### src/irq_flags_consts.svh
`ifndef IRQ_FLAGS_CONSTS_SVH
`define IRQ_FLAGS_CONSTS_SVH

// Request registers, one byte each.
`define REQ_BASE_ADDR 16'hF01B
`define REQ_TIMER01_ADDR 16'hF01B
`define REQ_UART_RCADC_ADDR 16'hF01C
`define REQ_TIMER23_ADDR 16'hF01D
`define REQ_PWM_TICK_ADDR 16'hF01E
`define REQ_SLOW_TICK_ADDR 16'hF01F

// Per-source enable registers, one byte each, same layout as the requests.
`define EN_BASE_ADDR 16'hF013
`define EN_LAST_ADDR 16'hF017

// Event status, event mask and live state registers.
`define EVT_STATUS_ADDR 16'hF020
`define EVT_MASK_ADDR 16'hF021
`define LIVE_STATE_ADDR 16'hF022

// Reset values.
`define REQ_RESET 8'h00
`define EN_RESET 8'h00
`define EVT_MASK_RESET 8'h00

// Event status bit positions.
`define EVT_ACCEPT_BIT 0
`define EVT_OVERRUN_BIT 1

// Live state field positions.
`define LIVE_PEND_BIT 0
`define LIVE_HOLD_BIT 1
`define LIVE_SRC_LSB 4

// Flag positions in the 40-bit flat image, register index times 8 plus bit.
`define POS_TIMER0 6'h00
`define POS_TIMER1 6'h01
`define POS_UART0 6'h08
`define POS_RCADC 6'h0D
`define POS_TIMER2 6'h15
`define POS_TIMER3 6'h16
`define POS_PWM0 6'h18
`define POS_KHZ 6'h1C
`define POS_TICK128 6'h1D
`define POS_TICK32 6'h1F
`define POS_TICK16 6'h20
`define POS_TICK2 6'h23

`endif

### src/irq_flags_pkg.sv
package irq_flags_pkg;

    // One register bus request from the CPU side.
    typedef struct packed {
        logic [15:0] addr;
        logic [7:0] wdata;
        logic wr;
        logic rd;
    } reg_req_s;

    // Service request presented to the CPU core.
    typedef struct packed {
        logic req;
        logic [3:0] src;
    } service_s;

    // Sources in falling priority order, ranks 10 to 21.
    typedef enum logic [3:0] {
        SRC_TIMER0,
        SRC_TIMER1,
        SRC_UART0,
        SRC_RCADC,
        SRC_TIMER2,
        SRC_TIMER3,
        SRC_PWM0,
        SRC_KHZ,
        SRC_TICK128,
        SRC_TICK32,
        SRC_TICK16,
        SRC_TICK2
    } source_e;

endpackage

### src/maskable_irq_request_flags.sv
// Design decision made here: the address-and-strobe port.
`timescale 1ns/1ps
`include "irq_flags_consts.svh"

// Overview of operation
// - A source event sets its request flag regardless of any enable bit.
// - A pending flag requests service only with its enable and master enable set.
// - Software writing 1 to a flag sets it and requests like a hardware event.
// - A flag clears itself when the CPU accepts that request.
// - A write to request or enable registers delays service by one further instruction.
// - Timer 0 flag sits at bit 0, timer 1 flag at bit 1.
// - UART 0 flag at bit 0, RC converter flag at bit 5.
// - Timer 2 flag at bit 5, timer 3 flag at bit 6.
// - PWM0 bit 0, 1 kHz bit 4, 128 Hz bit 5, 32 Hz bit 7.
// - 16 Hz tick flag at bit 0, 2 Hz tick flag at bit 3.
// - All request registers are 8-bit read/write and reset to zero.
// - Highest-priority enabled pending source is served first, others stay pending.
module maskable_irq_request_flags #(
    parameter int NUM_REGS = 5,
    parameter int NUM_SRC = 12
) (
    input wire logic mclk,
    input wire logic rst_n,
    input wire irq_flags_pkg::reg_req_s bus_req,
    output logic [7:0] rdata,
    input wire logic [NUM_SRC-1:0] src_event,
    input wire logic master_irq_enable,
    input wire logic irq_accept,
    input wire logic instr_done,
    output irq_flags_pkg::service_s service,
    output logic irq
);

    localparam int FLAT_W = NUM_REGS * 8;

    // Flat position of each source flag inside the request image. Every other
    // position is a spare bit that software may store but that never requests.
    function automatic logic [5:0] src_pos(input logic [3:0] idx);
        logic [5:0] pos;
        pos = `POS_TIMER0;
        unique case (irq_flags_pkg::source_e'(idx))
            irq_flags_pkg::SRC_TIMER0: pos = `POS_TIMER0;
            irq_flags_pkg::SRC_TIMER1: pos = `POS_TIMER1;
            irq_flags_pkg::SRC_UART0: pos = `POS_UART0;
            irq_flags_pkg::SRC_RCADC: pos = `POS_RCADC;
            irq_flags_pkg::SRC_TIMER2: pos = `POS_TIMER2;
            irq_flags_pkg::SRC_TIMER3: pos = `POS_TIMER3;
            irq_flags_pkg::SRC_PWM0: pos = `POS_PWM0;
            irq_flags_pkg::SRC_KHZ: pos = `POS_KHZ;
            irq_flags_pkg::SRC_TICK128: pos = `POS_TICK128;
            irq_flags_pkg::SRC_TICK32: pos = `POS_TICK32;
            irq_flags_pkg::SRC_TICK16: pos = `POS_TICK16;
            irq_flags_pkg::SRC_TICK2: pos = `POS_TICK2;
            default: pos = `POS_TIMER0;
        endcase
        return pos;
    endfunction

    // Stored state. Request and enable images are kept flat, one byte per
    // register, so bus access and per-source views index the same vector.
    logic [FLAT_W-1:0] req_q;
    logic [FLAT_W-1:0] req_d;
    logic [FLAT_W-1:0] en_q;
    logic [FLAT_W-1:0] en_d;
    logic [7:0] evt_status_q;
    logic [7:0] evt_status_d;
    logic [7:0] evt_mask_q;
    logic hold_q;
    logic hold_d;
    logic [7:0] rdata_q;
    logic [7:0] rdata_d;
    logic serv_req_q;
    logic serv_req_d;
    logic [3:0] serv_src_q;
    logic [3:0] serv_src_d;
    logic irq_q;
    logic irq_d;

    // Address decode of the register bus. Strobes are qualified here so the
    // registers below see one write enable each.
    wire req_hit;
    wire en_hit;
    wire status_hit;
    wire mask_hit;
    wire live_hit;
    wire [2:0] req_idx;
    wire [2:0] en_idx;
    wire req_wr;
    wire en_wr;
    wire mask_wr;
    wire status_rd;

    assign req_hit = (bus_req.addr >= `REQ_BASE_ADDR) && (bus_req.addr <= `REQ_SLOW_TICK_ADDR);
    assign en_hit = (bus_req.addr >= `EN_BASE_ADDR) && (bus_req.addr <= `EN_LAST_ADDR);
    assign status_hit = bus_req.addr == `EVT_STATUS_ADDR;
    assign mask_hit = bus_req.addr == `EVT_MASK_ADDR;
    assign live_hit = bus_req.addr == `LIVE_STATE_ADDR;
    assign req_idx = 3'(bus_req.addr - `REQ_BASE_ADDR);
    assign en_idx = 3'(bus_req.addr - `EN_BASE_ADDR);
    assign req_wr = bus_req.wr && req_hit;
    assign en_wr = bus_req.wr && en_hit;
    assign mask_wr = bus_req.wr && mask_hit;
    assign status_rd = bus_req.rd && status_hit;

    // Per-source event, enable and pending views of the flat images.
    wire [NUM_SRC-1:0] flag_now;
    wire [NUM_SRC-1:0] en_now;
    wire [NUM_SRC-1:0] pend;
    logic [FLAT_W-1:0] evt_flat;

    genvar gi;
    generate
        for (gi = 0; gi < NUM_SRC; gi++) begin : g_src
            // Only mapped positions feed the request, so spare bits never do.
            assign flag_now[gi] = req_q[src_pos(4'(gi))];
            assign en_now[gi] = en_q[src_pos(4'(gi))];
            assign pend[gi] = flag_now[gi] && en_now[gi];
        end
    endgenerate

    // Scatter the source events onto their flag positions.
    // An event pulse therefore lands in the same byte that software reads back.
    always_comb begin
        evt_flat = '0;
        for (int i = 0; i < NUM_SRC; i++) begin
            evt_flat[src_pos(4'(i))] = src_event[i];
        end
    end

    // Highest priority is the lowest source index that is pending.
    // The loop runs downward so the last hit, the lowest index, is kept.
    logic [3:0] win_src;
    logic win_any;

    always_comb begin
        win_src = 4'h0;
        win_any = 1'b0;
        for (int i = NUM_SRC - 1; i >= 0; i--) begin
            if (pend[i]) begin
                win_src = 4'(i);
                win_any = 1'b1;
            end
        end
    end

    // Acceptance of the presented request and the flag it clears. The cleared
    // flag is the one named on the service port, not the current winner, so a
    // late higher-priority event keeps its own request.
    wire accept_now;
    wire [5:0] accept_pos;
    logic [FLAT_W-1:0] accept_clr;

    assign accept_now = irq_accept && serv_req_q;
    assign accept_pos = src_pos(serv_src_q);

    always_comb begin
        accept_clr = '0;
        accept_clr[accept_pos] = accept_now;
    end

    // Software writes replace a whole byte of the request image.
    // Writing 0 to a flag withdraws it; writing 1 raises it as an event would.
    logic [FLAT_W-1:0] req_written;

    always_comb begin
        req_written = req_q;
        if (req_wr) begin
            req_written[req_idx*8 +: 8] = bus_req.wdata;
        end
    end

    // Hardware clear first, then events win over both write and clear.
    // Dropping a fresh event would lose a request for good; a spare one is harmless.
    assign req_d = (req_written & ~accept_clr) | evt_flat;

    // Enable image, written byte by byte.
    // Enable writes never touch the request flags, so no event is lost.
    always_comb begin
        en_d = en_q;
        if (en_wr) begin
            en_d[en_idx*8 +: 8] = bus_req.wdata;
        end
    end

    // An event on a flag that was already set and not cleared is overrun.
    // An event on the flag being accepted in the same cycle is not counted.
    wire [NUM_SRC-1:0] overrun_src;
    wire [NUM_SRC-1:0] accept_hits;

    generate
        for (gi = 0; gi < NUM_SRC; gi++) begin : g_ovr
            assign accept_hits[gi] = accept_now && (serv_src_q == 4'(gi));
            assign overrun_src[gi] = src_event[gi] && flag_now[gi] && !accept_hits[gi];
        end
    endgenerate

    // Sticky status: a read clears it, a new event in that cycle still lands.
    // Clearing on the read strobe means the byte returned is the last one seen.
    wire [7:0] evt_now;

    assign evt_now = {6'h00, |overrun_src, accept_now};

    always_comb begin
        evt_status_d = evt_status_q;
        if (status_rd) begin
            evt_status_d = 8'h00;
        end
        evt_status_d = evt_status_d | evt_now;
    end

    // Writes to request or enable bytes hold off service until one more
    // instruction has completed, so the write's successor always runs.
    // A write in the same cycle as instr_done still starts a fresh hold.
    always_comb begin
        hold_d = hold_q;
        if (instr_done) begin
            hold_d = 1'b0;
        end
        if (req_wr || en_wr) begin
            hold_d = 1'b1;
        end
    end

    // Service request toward the core; dropped at once on acceptance.
    // The next hold value is tested too, so a write drops the request at once,
    // and the accept cycle is blocked so the cleared source is not shown again.
    wire serv_allowed;

    assign serv_allowed = master_irq_enable && !hold_q && !hold_d && !accept_now;

    always_comb begin
        serv_req_d = win_any && serv_allowed;
        serv_src_d = win_any ? win_src : serv_src_q;
    end

    // Level interrupt for unmasked sticky events.
    // It follows the next status value so a status bit and its interrupt rise together.
    assign irq_d = |(evt_status_d & evt_mask_q);

    // Read mux; unmapped addresses read as zero.
    // Outside a read slot the data is zero, so stale bytes never linger on the bus.
    wire [7:0] live_state;

    assign live_state = {serv_src_q, 2'b00, hold_q, serv_req_q};

    always_comb begin
        rdata_d = 8'h00;
        if (bus_req.rd) begin
            if (req_hit) begin
                rdata_d = req_q[req_idx*8 +: 8];
            end else if (en_hit) begin
                rdata_d = en_q[en_idx*8 +: 8];
            end else if (status_hit) begin
                rdata_d = evt_status_q;
            end else if (mask_hit) begin
                rdata_d = evt_mask_q;
            end else if (live_hit) begin
                rdata_d = live_state;
            end
        end
    end

    // Request image; a clean start leaves nothing pending.
    always_ff @(posedge mclk) begin
        if (!rst_n) begin
            req_q <= {NUM_REGS{`REQ_RESET}};
        end else begin
            req_q <= req_d;
        end
    end

    // Enable image, cleared by reset so no source is live before software opts in.
    always_ff @(posedge mclk) begin
        if (!rst_n) begin
            en_q <= {NUM_REGS{`EN_RESET}};
        end else begin
            en_q <= en_d;
        end
    end

    // Sticky event status.
    always_ff @(posedge mclk) begin
        if (!rst_n) begin
            evt_status_q <= 8'h00;
        end else begin
            evt_status_q <= evt_status_d;
        end
    end

    // Event mask, written whole by software.
    // A mask change reaches the interrupt line one cycle after the write.
    always_ff @(posedge mclk) begin
        if (!rst_n) begin
            evt_mask_q <= `EVT_MASK_RESET;
        end else if (mask_wr) begin
            evt_mask_q <= bus_req.wdata;
        end
    end

    // Post-write hold of service.
    // It is cleared by reset so the first request after reset is not delayed.
    always_ff @(posedge mclk) begin
        if (!rst_n) begin
            hold_q <= 1'b0;
        end else begin
            hold_q <= hold_d;
        end
    end

    // Service request and the source it names, handed to the core.
    // Both move together so the core never sees a source from another cycle.
    always_ff @(posedge mclk) begin
        if (!rst_n) begin
            serv_req_q <= 1'b0;
            serv_src_q <= 4'h0;
        end else begin
            serv_req_q <= serv_req_d;
            serv_src_q <= serv_src_d;
        end
    end

    // Read data register.
    // It holds a byte only in the cycle after a read strobe.
    always_ff @(posedge mclk) begin
        if (!rst_n) begin
            rdata_q <= 8'h00;
        end else begin
            rdata_q <= rdata_d;
        end
    end

    // Interrupt line register.
    // Reset drops it with the status it reflects.
    always_ff @(posedge mclk) begin
        if (!rst_n) begin
            irq_q <= 1'b0;
        end else begin
            irq_q <= irq_d;
        end
    end

    // All outputs come straight from the registers above.
    assign rdata = rdata_q;
    assign service = '{req: serv_req_q, src: serv_src_q};
    assign irq = irq_q;

endmodule

### config.mk
export PLATFORM = sky130hd
export DESIGN_NAME = maskable_irq_request_flags
export DESIGN_NICKNAME = d
export VERILOG_FILES = /design/src/irq_flags_pkg.sv /design/src/maskable_irq_request_flags.sv
export VERILOG_INCLUDE_DIRS = /design/src
export SDC_FILE = /design/constraint.sdc
export NUM_CORES = 1
export LEC_CHECK = 0
export BUFFER_PORTS_ARGS = -buffer_cell sky130_fd_sc_hd__clkbuf_2
export CORE_UTILIZATION = 30
export DETAILED_ROUTE_END_ITERATION = 16
export HOLD_SLACK_MARGIN = 0.03
export SYNTH_ARGS = -nofsm -noshare
export SYNTH_HDL_FRONTEND = slang
export SYNTH_SLANG_ARGS = --single-unit
### constraint.sdc
create_clock -name mclk -period 3.4 [get_ports mclk]
set_clock_uncertainty 0.1 [all_clocks]
set_input_delay 0.68 -clock mclk [delete_from_list [all_inputs] [get_ports mclk]]
set_output_delay 0.68 -clock mclk [all_outputs]
set_load 0.01 [all_outputs]
Word level (Yosys, flattened, before mapping)
Memories as Yosys holds them, arrays and structs flattened. A register that Yosys moved wholly into a read port is not among the register bits. Index checks and enable logic that the tools add are counted.

Flip-flop bits (word level): 111. Memory bits (read-only): 96. Bits of input ports: 43. Output and inout bits: 14. Memories kept: 1.

Memory list: (name not given) (words 16, bits a word 6, rd ports 1, clocked after memory_dff 1, wr ports 0, line maskable_irq_request_flags.sv:41) `unique case (irq_flags_pkg::source_e'(idx))`.

Add/subtract/negate cells: 4. $lt $le $gt $ge: 6. Equal/unequal tests: 14. Shift-type cells: 6. Muxes and demuxes: 39. Bitwise logic cells: 6. Reductions and logical operators: 80.

Operators by type and width (number): $and A40 B40 Y40 (2); $bwmux W40 (2); $shift A8 B34 Y40 const A (2); $shiftx A40 B7 Y8 (2); $shiftx A8 B34 Y40 (2); $neg A6 Y34 (2); $logic_and A1 B1 Y1 (60); $mux W4 (14); $eq A16 B16 Y1 const B (3); $mux W8 (6); $mux W40 (1); $not A40 Y40 (1); $or A40 B36 Y40 (1); $ge A16 B16 Y1 const B (2); $le A16 B16 Y1 const B (2); $eq A4 B3 Y1 const B (4); $eq A4 B4 Y1 const B (4); $logic_not A1 Y1 (15); $mux W1 (15); $reduce_or A12 Y1 (1); $and A8 B8 Y8 (1); $eq A4 B2 Y1 const B (2); $or A8 B2 Y8 (1); $reduce_or A8 Y1 (1); 8 further kinds (9).

Depth between registers and ports, before layout
Gate-level depths: netlist (run 1).

Depth in word-level cells: 15. Mapped depth: 13. Gate-level depth less buffers: 9.

Worst setup path before layout (run 1)
No wires, ideal clock.

Kind: input -> register. From: in bus_req[10] in the netlist's numbering. To: reg req_q[32]. Arrival time: 3.396 ns. Required time: 3.167 ns. Setup slack: -0.228 ns. Stages on the path: 12. Path buffers: 4. Cell sequence: buf_1 > clkbuf_1 > inv_1 > ha_1 > nor2b_1 > buf_4 > nor4bb_1 > and4_1 > buf_2 > mux2_2 > o21ai_0 > a21oi_1.

Longest elaborated chain between the ends: 7. Elaborated cells on any way between the ends: 12. Classes of those cells: add/sub: 2; order compare: 2; shift: 2; mux: 2; bitwise: 2; reduce/logical: 2.

RTL lines: start, declared (line maskable_irq_request_flags.sv:24) `input wire irq_flags_pkg::reg_req_s bus_req,`; $sub A3 B2 Y3 (no line); $neg A6 Y34 (line maskable_irq_request_flags.sv:168) `req_written[req_idx*8 +: 8] = bus_req.wdata;`; $shiftx A8 B34 Y40 / $shift A8 B34 Y40 (equally long branches) (line maskable_irq_request_flags.sv:168); $bwmux W40 (line maskable_irq_request_flags.sv:168); $mux W40 * (line maskable_irq_request_flags.sv:167) `if (req_wr) begin`; $and A40 B40 Y40 * (line maskable_irq_request_flags.sv:174) `assign req_d = (req_written & ~accept_clr) | evt_flat;`; $or A40 B36 Y40 * (line maskable_irq_request_flags.sv:174); end signal, assigned (line maskable_irq_request_flags.sv:266) `` req_q <= {NUM_REGS{`REQ_RESET}}; ``; end signal, assigned (line maskable_irq_request_flags.sv:268) `req_q <= req_d;`; end, declared (line maskable_irq_request_flags.sv:61) `logic [FLAT_W-1:0] req_q;`.

Mark *: on every way between the ends. The rest lies on a longest branch, timed or not. A chain may end at the register's enable or synchronous reset.

Worst setup path in the final report (run 1)
From: in bus_req[11] in the netlist's numbering. To: reg req_q[8].

The elaborated chain is that of the path after synthesis.

==> flow_summary.toml, run 1 <==
[critical_path]
slowest_delay_ps = 1010
required_ps = 3650
path_buf_inv = 1
cp-end-kind = "flop"
crit_path_start_kind = "primary input"
critPathMaxFanout = 16
cp_top_family = "simple AND/OR/NAND/NOR gates"
slowest_stage = "nor3b_2"
crit_type = "primary input to flop"
crit_top_cell = "ha_1"
cp.arrival_ps = 3100
crit_chain = "clkbuf_2 > ha_1 > xor2_2 > ha_1 > nor3b_2 > nand2_1 > nor2_1 > a211oi_1 > nor3_1"

[grt]
grtUsageMet3 = 0.0516
track_usage = 0.205
overflow = 0
met2_usage = 0.303
grt_pass1_wl_um = 32600
grt_use_met1 = 0.278
grt_max_degree = 36
grt_pass1_vias = 5562
busiest_layer = "met2"
antenna_found_initial = 1

[routing]
drtPass1Iterations = 5
avgRoutedWirePerCell_um = 19.2
drc_errors = 0
route.antenna.remaining_nets = 0
finalWirelength_um = 21200
vias = 6092
viasPerCell = 5.52
drt-initial-drc-count = 699

[yosys]
postSynthCellCount = 785
synth_edf_count = 0
ys.flop_type = "dfxtp_1"
ys_types = 57
ys_seq_area_frac = 0.381
syn_nets = 834
synth_seq_cells = 117
synth_area_per_cell_um2 = 7.82
synth_warnings = 0
synth_area_mm2 = 0.00614
synth_async_sr_flop_share = 0

[clock_network]
cts-root-buf = "clkbuf_16"
cts_tree = "done"
insertion_delay_ps = 430
cts.htree.levels = 4
post_cts_resize_count = 0
clock_sinks = 117
post_cts.repair.setup_buffers = 0
path_clk_slew_ps = 60
cts_buffers = 17
cts_buffer_depth = 2
hold_buffers = 0

[floorplanning]
initial_core_util = 0.310
ios = 57
rows = 51
die_width_um = 145
dieArea_mm2 = 0.0210
core-area_mm2 = 0.0198
fp.dieH_um = 145

[final_layout]
n_antenna_cell = 0
instances_no_fill = 1104
layout.area.seq_mm2 = 0.00234
fill_cells = 2101
syn_to_final_growth_pct = 18.1
nets = 878
layout_commonest_cell = "nand2_1"
final_cell_mix = "nand2_1 (169), dfxtp_1 (117), a21oi_1 (74)"
multi_input_area_mm2 = 0.00353
drive_above_1_share = 0.166

[min_path]
hp-class = "flop to flop"

[run_status]
outcome = "finished clean"

[place]
io_buffer_count = 56
place_inst = 1075
pre_cts_slack_ps = 154
gp_congestion = 0.865
hpwl_um = 15300

[timing]
fin_crit_sh = 0.837
slew_viol_final = 0
tightest_slew_ps = 1220
finalSetupTns_ps = 0
setup_viol = 0
hold_viol = 0
maxSlewHeadroom = 0.181
timing.final.ws_setup_ps = 553
fmax_mhz = 351
rsz0062_at_grt = "false"
fin_crit_ps = 2850

[power]
vdd_drop_max_v = 0.000331
leakagePower_nw = 2.51
power_density_mw_per_mm2 = 449

[flow_run]
cap_violations = 0
==> per-layer routing <==
| layer | share of wire | routed length, um |
|---|---|---|
| met1 | 0.44 | 9410 |
| met2 | 0.44 | 9420 |
| met3 | 0.085 | 1810 |
| met4 | 0.026 | 559 |
| met5 | 0.00061 | 13 |
==> per-stage QoR <==
stage                util  power (mW)  hold slack, ps  cell area (um2)
CTS                 0.367        3.27             350             7250
floorplan               -        1.58             327             6150
global route        0.367        3.36             365             7250
finish              0.367        3.26             347             7250
global placement    0.341        1.69             337             6740
detailed placement  0.341        1.69             342             6740
==> cells by family (layout without fill, tap and decap cells) <==
logic type                 after synthesis  count (layout)  synth area share
DFF                                    117             117             0.381
muxes                                   27              27            0.0770
buffers and inverters                   70             124            0.0481
xor gates and xnor gates                 1               1           0.00143
AOI/OAI and AO/OA                      197             197             0.194
adders and majority gates                6               6            0.0122
and+or+nand+nor                        367             367             0.286
==> sequential cells by signal, summed over array words and instances, names as in the netlist <==
register      count
hold_q            1
serv_src_q        4
rdata             8
en_q             40
accept_pos        6
serv_req_q        1
irq               1
req_q            40
evt_status_q      8
evt_mask_q        8
==> report_power, final <==
part	total (mW)	switching, mW	internal, mW
Combinational	0.269	0.178	0.0908
Sequential	1.40	0.0190	1.38
Clock	1.59	0.616	0.971
Total	3.26	0.813	2.45
==> worst paths after layout <==
kind,from,slack [ps],cells past startpoint,end
max,bus_req[11],550,9,req_q[8]
min,en_q[11],350,2,en_q[11]
max reg2reg,serv_req_q,900,6,evt_status_q[1]
min reg2reg,en_q[11],350,2,en_q[11]
==> cells in the mapped netlist (3+ instances only) <==
| master | count | area (um2) |
|---|---|---|
| a22o_1 | 4 | 35.0 |
| nand2_1 | 169 | 634 |
| nand4_1 | 14 | 87.6 |
| nor2_1 | 43 | 161 |
| o21a_1 | 3 | 22.5 |
| o2bb2ai_1 | 3 | 26.3 |
| o211ai_1 | 14 | 105 |
| mux4_2 | 16 | 360 |
| nor2b_1 | 6 | 37.5 |
| and2_1 | 8 | 50.1 |
| clkbuf_1 | 40 | 150 |
| nor3_1 | 22 | 110 |
| o21ai_0 | 51 | 255 |
| nand3_1 | 58 | 290 |
| mux2i_1 | 9 | 90.1 |
| and3_1 | 22 | 138 |
| ha_1 | 6 | 75.1 |
| dfxtp_1 | 117 | 2340 |
| inv_1 | 11 | 41.3 |
| a311oi_1 | 3 | 26.3 |
| buf_2 | 14 | 70.1 |
| a21oi_1 | 74 | 370 |
| a211oi_1 | 13 | 97.6 |
| a31oi_1 | 3 | 18.8 |
| a32o_1 | 3 | 30.0 |
| a22oi_1 | 16 | 120 |
==> worst min-delay path: cells and delay by family, from the launching register on <==
| kind | cells | cell delay [ps] |
|---|---|---|
| flops | 1 | 300 |
| simple gates | 1 | 50 |
| compound gates | 1 | 50 |
==> layout make-up <==
type,instances,share of cell area
multi-input cells,598,0.486
flip-flops and latches,117,0.323
repair buffers,83,0.0683
clock buffers,25,0.0669
well taps,265,0.0457
inverters,12,0.00621
clock inverters,4,0.00345
No activity file was read; power rests on OpenSTA's default activity.
==> run 2: changes to the inputs <==
==> constraint.sdc (replaced) <==
create_clock -name mclk -period 2.8 [get_ports mclk]
set_clock_uncertainty 0.1 [all_clocks]
set_input_delay 0.56 -clock mclk [delete_from_list [all_inputs] [get_ports mclk]]
set_output_delay 0.56 -clock mclk [all_outputs]
set_load 0.01 [all_outputs]
==> flow_summary.toml, run 2 (synthesis gave the netlist of run 1 again) <==
[floorplanning]
fp.dieH_um = 145
die_width_um = 145
initial_core_util = 0.310
ios = 57
core-area_mm2 = 0.0198
rows = 51
dieArea_mm2 = 0.0210

[critical_path]
crit_chain = "clkbuf_2 > ha_1 > xor2_4 > buf_4 > nor4bb_4 > and4_1 > mux2_2 > o21ai_0 > a21oi_1"
slowest_stage = "mux2_2"
crit_path_start_kind = "primary input"
slowest_delay_ps = 350
cp-end-kind = "flop"
cp.arrival_ps = 2570
crit_type = "primary input to flop"
critPathMaxFanout = 35
path_buf_inv = 2
required_ps = 2980
cp_top_family = "simple AND/OR/NAND/NOR gates"

[timing]
maxSlewHeadroom = 0.490
fmax_mhz = 419
hold_viol = 0
tightest_slew_ps = 764
fin_crit_ps = 2390
slew_viol_final = 0
rsz0062_at_grt = "false"
holdWs_ps = 272
fin_crit_sh = 0.853
setup_viol = 0
timing.final.ws_setup_ps = 413

[routing]
drt-initial-drc-count = 693
viasPerCell = 5.53
route.antenna.remaining_nets = 0
avgRoutedWirePerCell_um = 19.2
drtPass1Iterations = 5
vias = 6252
drc_errors = 0
finalWirelength_um = 21700

[clock_network]
cts_buffers = 17
insertion_delay_ps = 420
post_cts_resize_count = 0
clock_sinks = 117
path_clk_slew_ps = 60
cts-root-buf = "clkbuf_16"
cts.htree.levels = 4
post_cts.repair.setup_buffers = 0
hold_buffers = 0
cts_tree = "done"
cts_buffer_depth = 2

[final_layout]
finish.utilization = 0.380
final_cell_mix = "nand2_1 (169), dfxtp_1 (117), a21oi_1 (74)"
drive_above_1_share = 0.192
instances_no_fill = 1131
nets = 901
layout_commonest_cell = "nand2_1"
fill_cells = 2038
reg.largest.list = "en_q (40), req_q (40)"
syn_to_final_growth_pct = 22.5

[power]
vdd_drop_max_v = 0.000338
power_density_mw_per_mm2 = 546
p_total_mw = 4.11
leakagePower_nw = 2.65

[grt]
antenna_found_initial = 1
grt_max_degree = 36
grt_pass1_vias = 5831
track_usage = 0.208
overflow = 0
grt_pass1_wl_um = 33600

[place]
hpwl_um = 15700
pre_cts_slack_ps = -8.98
place_inst = 1098
gp_congestion = 0.868
io_buffer_count = 56

[run_status]
outcome = "finished clean"

[min_path]
hp-class = "primary input to flop"

[flow_run]
cap_violations = 0
==> run 2: changes by cell type in the layout (fill, tap and decap cells not counted), sizes merged <==
cell and delta:
buf +23, clkinv +2, diode +1, clkbuf -1, bufinv +1, clkinvlp +1
==> run 2: layout make-up <==
cell class	count	area (um2)	area share
diodes	1	2.50	0.000333
well taps	265	332	0.0441
repair buffers	106	693	0.0921
multi-input cells	598	3560	0.473
clock buffers	24	472	0.0627
inverters	12	45.0	0.00599
flip-flops and latches	117	2340	0.311
clock inverters	8	76.3	0.0101
==> run 2: power breakdown <==
part,switching (mW),internal (mW)
clock network,0.789,1.26
logic,0.224,0.132
registers,0.0219,1.68
==> run 2: path summary, 6_finish.rpt <==
kind	start	to	slack, ps	cells after the start
max	bus_req[10]	req_q[32]	410	9
max reg2reg	serv_src_q[0]	irq	450	5
min reg2reg	en_q[27]	en_q[27]	350	2
min	src_event[10]	req_q[32]	270	3
==> run 2: through the flow <==
| step | setup TNS, ps | instance area, um2 |
|---|---|---|
| global route | 0 | 7520 |
| floorplan | -1.12 | 6230 |
| detailed placement | -8.98 | 6970 |
| CTS | 0 | 7520 |
| finish | 0 | 7520 |
| global placement | 0 | 6970 |
==> run 2: tightest hold or removal path: stages <==
cell      delay, ps
clkbuf_2         90
inv_1            50
a21oi_1          50
==> run 2: routing by layer <==
metal  GRT usage  part of all wire  wire length [um]  vias to the layer above
li1            -                 -                 -                     2944
met1       0.291              0.46              9980                     3004
met2       0.316              0.44              9650                      270
met3      0.0447             0.077              1670                       34
met4      0.0705             0.020               425                        0
met5           0                 0                 0                        -
==> run 3: changes to the inputs <==
--- a/config.mk
+++ b/config.mk
@@ -7,6 +7,7 @@
 export NUM_CORES = 1
 export LEC_CHECK = 0
 export BUFFER_PORTS_ARGS = -buffer_cell sky130_fd_sc_hd__clkbuf_2
+export CORE_MARGIN = 2
 export CORE_UTILIZATION = 30
 export DETAILED_ROUTE_END_ITERATION = 16
 export HOLD_SLACK_MARGIN = 0.03
==> flow_summary.toml, run 3 (synthesis gave the netlist of run 1 again) <==
[run_status]
outcome = "finished clean"

[timing]
setup_viol = 0
tightest_slew_ps = 624
fin_crit_ps = 2440
hold_viol = 0
rsz0062_at_grt = "false"
fmax_mhz = 411
fin_crit_sh = 0.870
maxSlewHeadroom = 0.582
slew_viol_final = 0

[routing]
drc_errors = 0
route.antenna.remaining_nets = 0
viasPerCell = 5.47
avgRoutedWirePerCell_um = 19.3
finalWirelength_um = 21900
drtPass1Iterations = 5
vias = 6197
drt-initial-drc-count = 661

[grt]
grt_pass1_vias = 5728
met2_usage = 0.309
grt_use_met1 = 0.281
grtUsageMet3 = 0.0413
track_usage = 0.202
busiest_layer = "met2"
grt_max_degree = 43
overflow = 0
antenna_found_initial = 1
grt_pass1_wl_um = 33500

[place]
place_area_mm2 = 0.00694
gp_congestion = 0.889
place_inst = 1099
hpwl_um = 15600
io_buffer_count = 56

[floorplanning]
dieArea_mm2 = 0.0216
initial_core_util = 0.304
die_width_um = 147
fp.dieH_um = 147
core-area_mm2 = 0.0202
rows = 52
ios = 57

[clock_network]
post_cts_resize_count = 0
insertion_delay_ps = 420
cts_buffers = 17
post_cts.repair.setup_buffers = 0
cts.htree.levels = 4
hold_buffers = 0
clock_sinks = 117
cts-root-buf = "clkbuf_16"
cts_tree = "done"
cts_buffer_depth = 2
path_clk_slew_ps = 60

[critical_path]
required_ps = 3020
worstSetupStartpoint = "serv_src_q[0]"
crit_path_start_kind = "flop"
cp.arrival_ps = 2650
rr_startpoint = "serv_src_q[0]"
crit_type = "flop to flop"
regToRegSetupSlack_ps = 360
cp-end-kind = "flop"
critPathMaxFanout = 9

[power]
vdd_drop_max_v = 0.000413
p_total_mw = 4.43
power_density_mw_per_mm2 = 584
leakagePower_nw = 2.67

[final_layout]
final_cell_mix = "nand2_1 (169), dfxtp_1 (117), a21oi_1 (74)"
layout_commonest_cell = "nand2_1"
drive_above_1_share = 0.193
reg.largest.list = "en_q (40), req_q (40)"
nets = 897
syn_to_final_growth_pct = 23.5
instances_no_fill = 1132
finish.instance_area_mm2 = 0.00758

[flow_run]
cap_violations = 0

[min_path]
worstHoldStart = "master_irq_enable"
hp-class = "primary input to flop"
## run 3: where the power goes
group	internal, mW	total, mW	switching (mW)
clock network	1.56	2.38	0.819
registers	1.68	1.70	0.0227
logic	0.124	0.347	0.223
## run 3: worst max-delay path: stages, from the launching register on
cell,delay [ps]
dfxtp_1,580
or4b_2,620
o21ai_0,260
nand4_1,180
a2111o_1,420
and2_1,160
## run 3: final timing paths
check,end,cells after the start
min reg2reg,en_q[18],2
max reg2reg,evt_status_q[1],5
max,evt_status_q[1],5
min,serv_req_q,3
## run 3: metal layers
layer  share of wire  vias up
li1                -     2952
met1            0.44     2927
met2            0.45      281
met3           0.086       37
met4           0.022        0
met5               0        -
## run 3: cell type report
type,count,area (um2)
fillers,2100,12600
multi-input cells,598,3560
flip-flops and latches,117,2340
repair buffers,102,651
clock buffers,21,470
well taps,270,338
clock inverters,11,173
inverters,12,45.0
diodes,1,2.50
## run 3: through the flow
stage	utilization	TNS (ps)	hold slack [ps]	setup slack, ps
floorplan	-	-1.12	327	-1.12
global placement	0.344	0	336	55.6
detailed placement	0.344	-12.9	343	-12.9
CTS	0.376	0	274	416
global route	0.376	0	282	249
finish	0.376	0	285	365
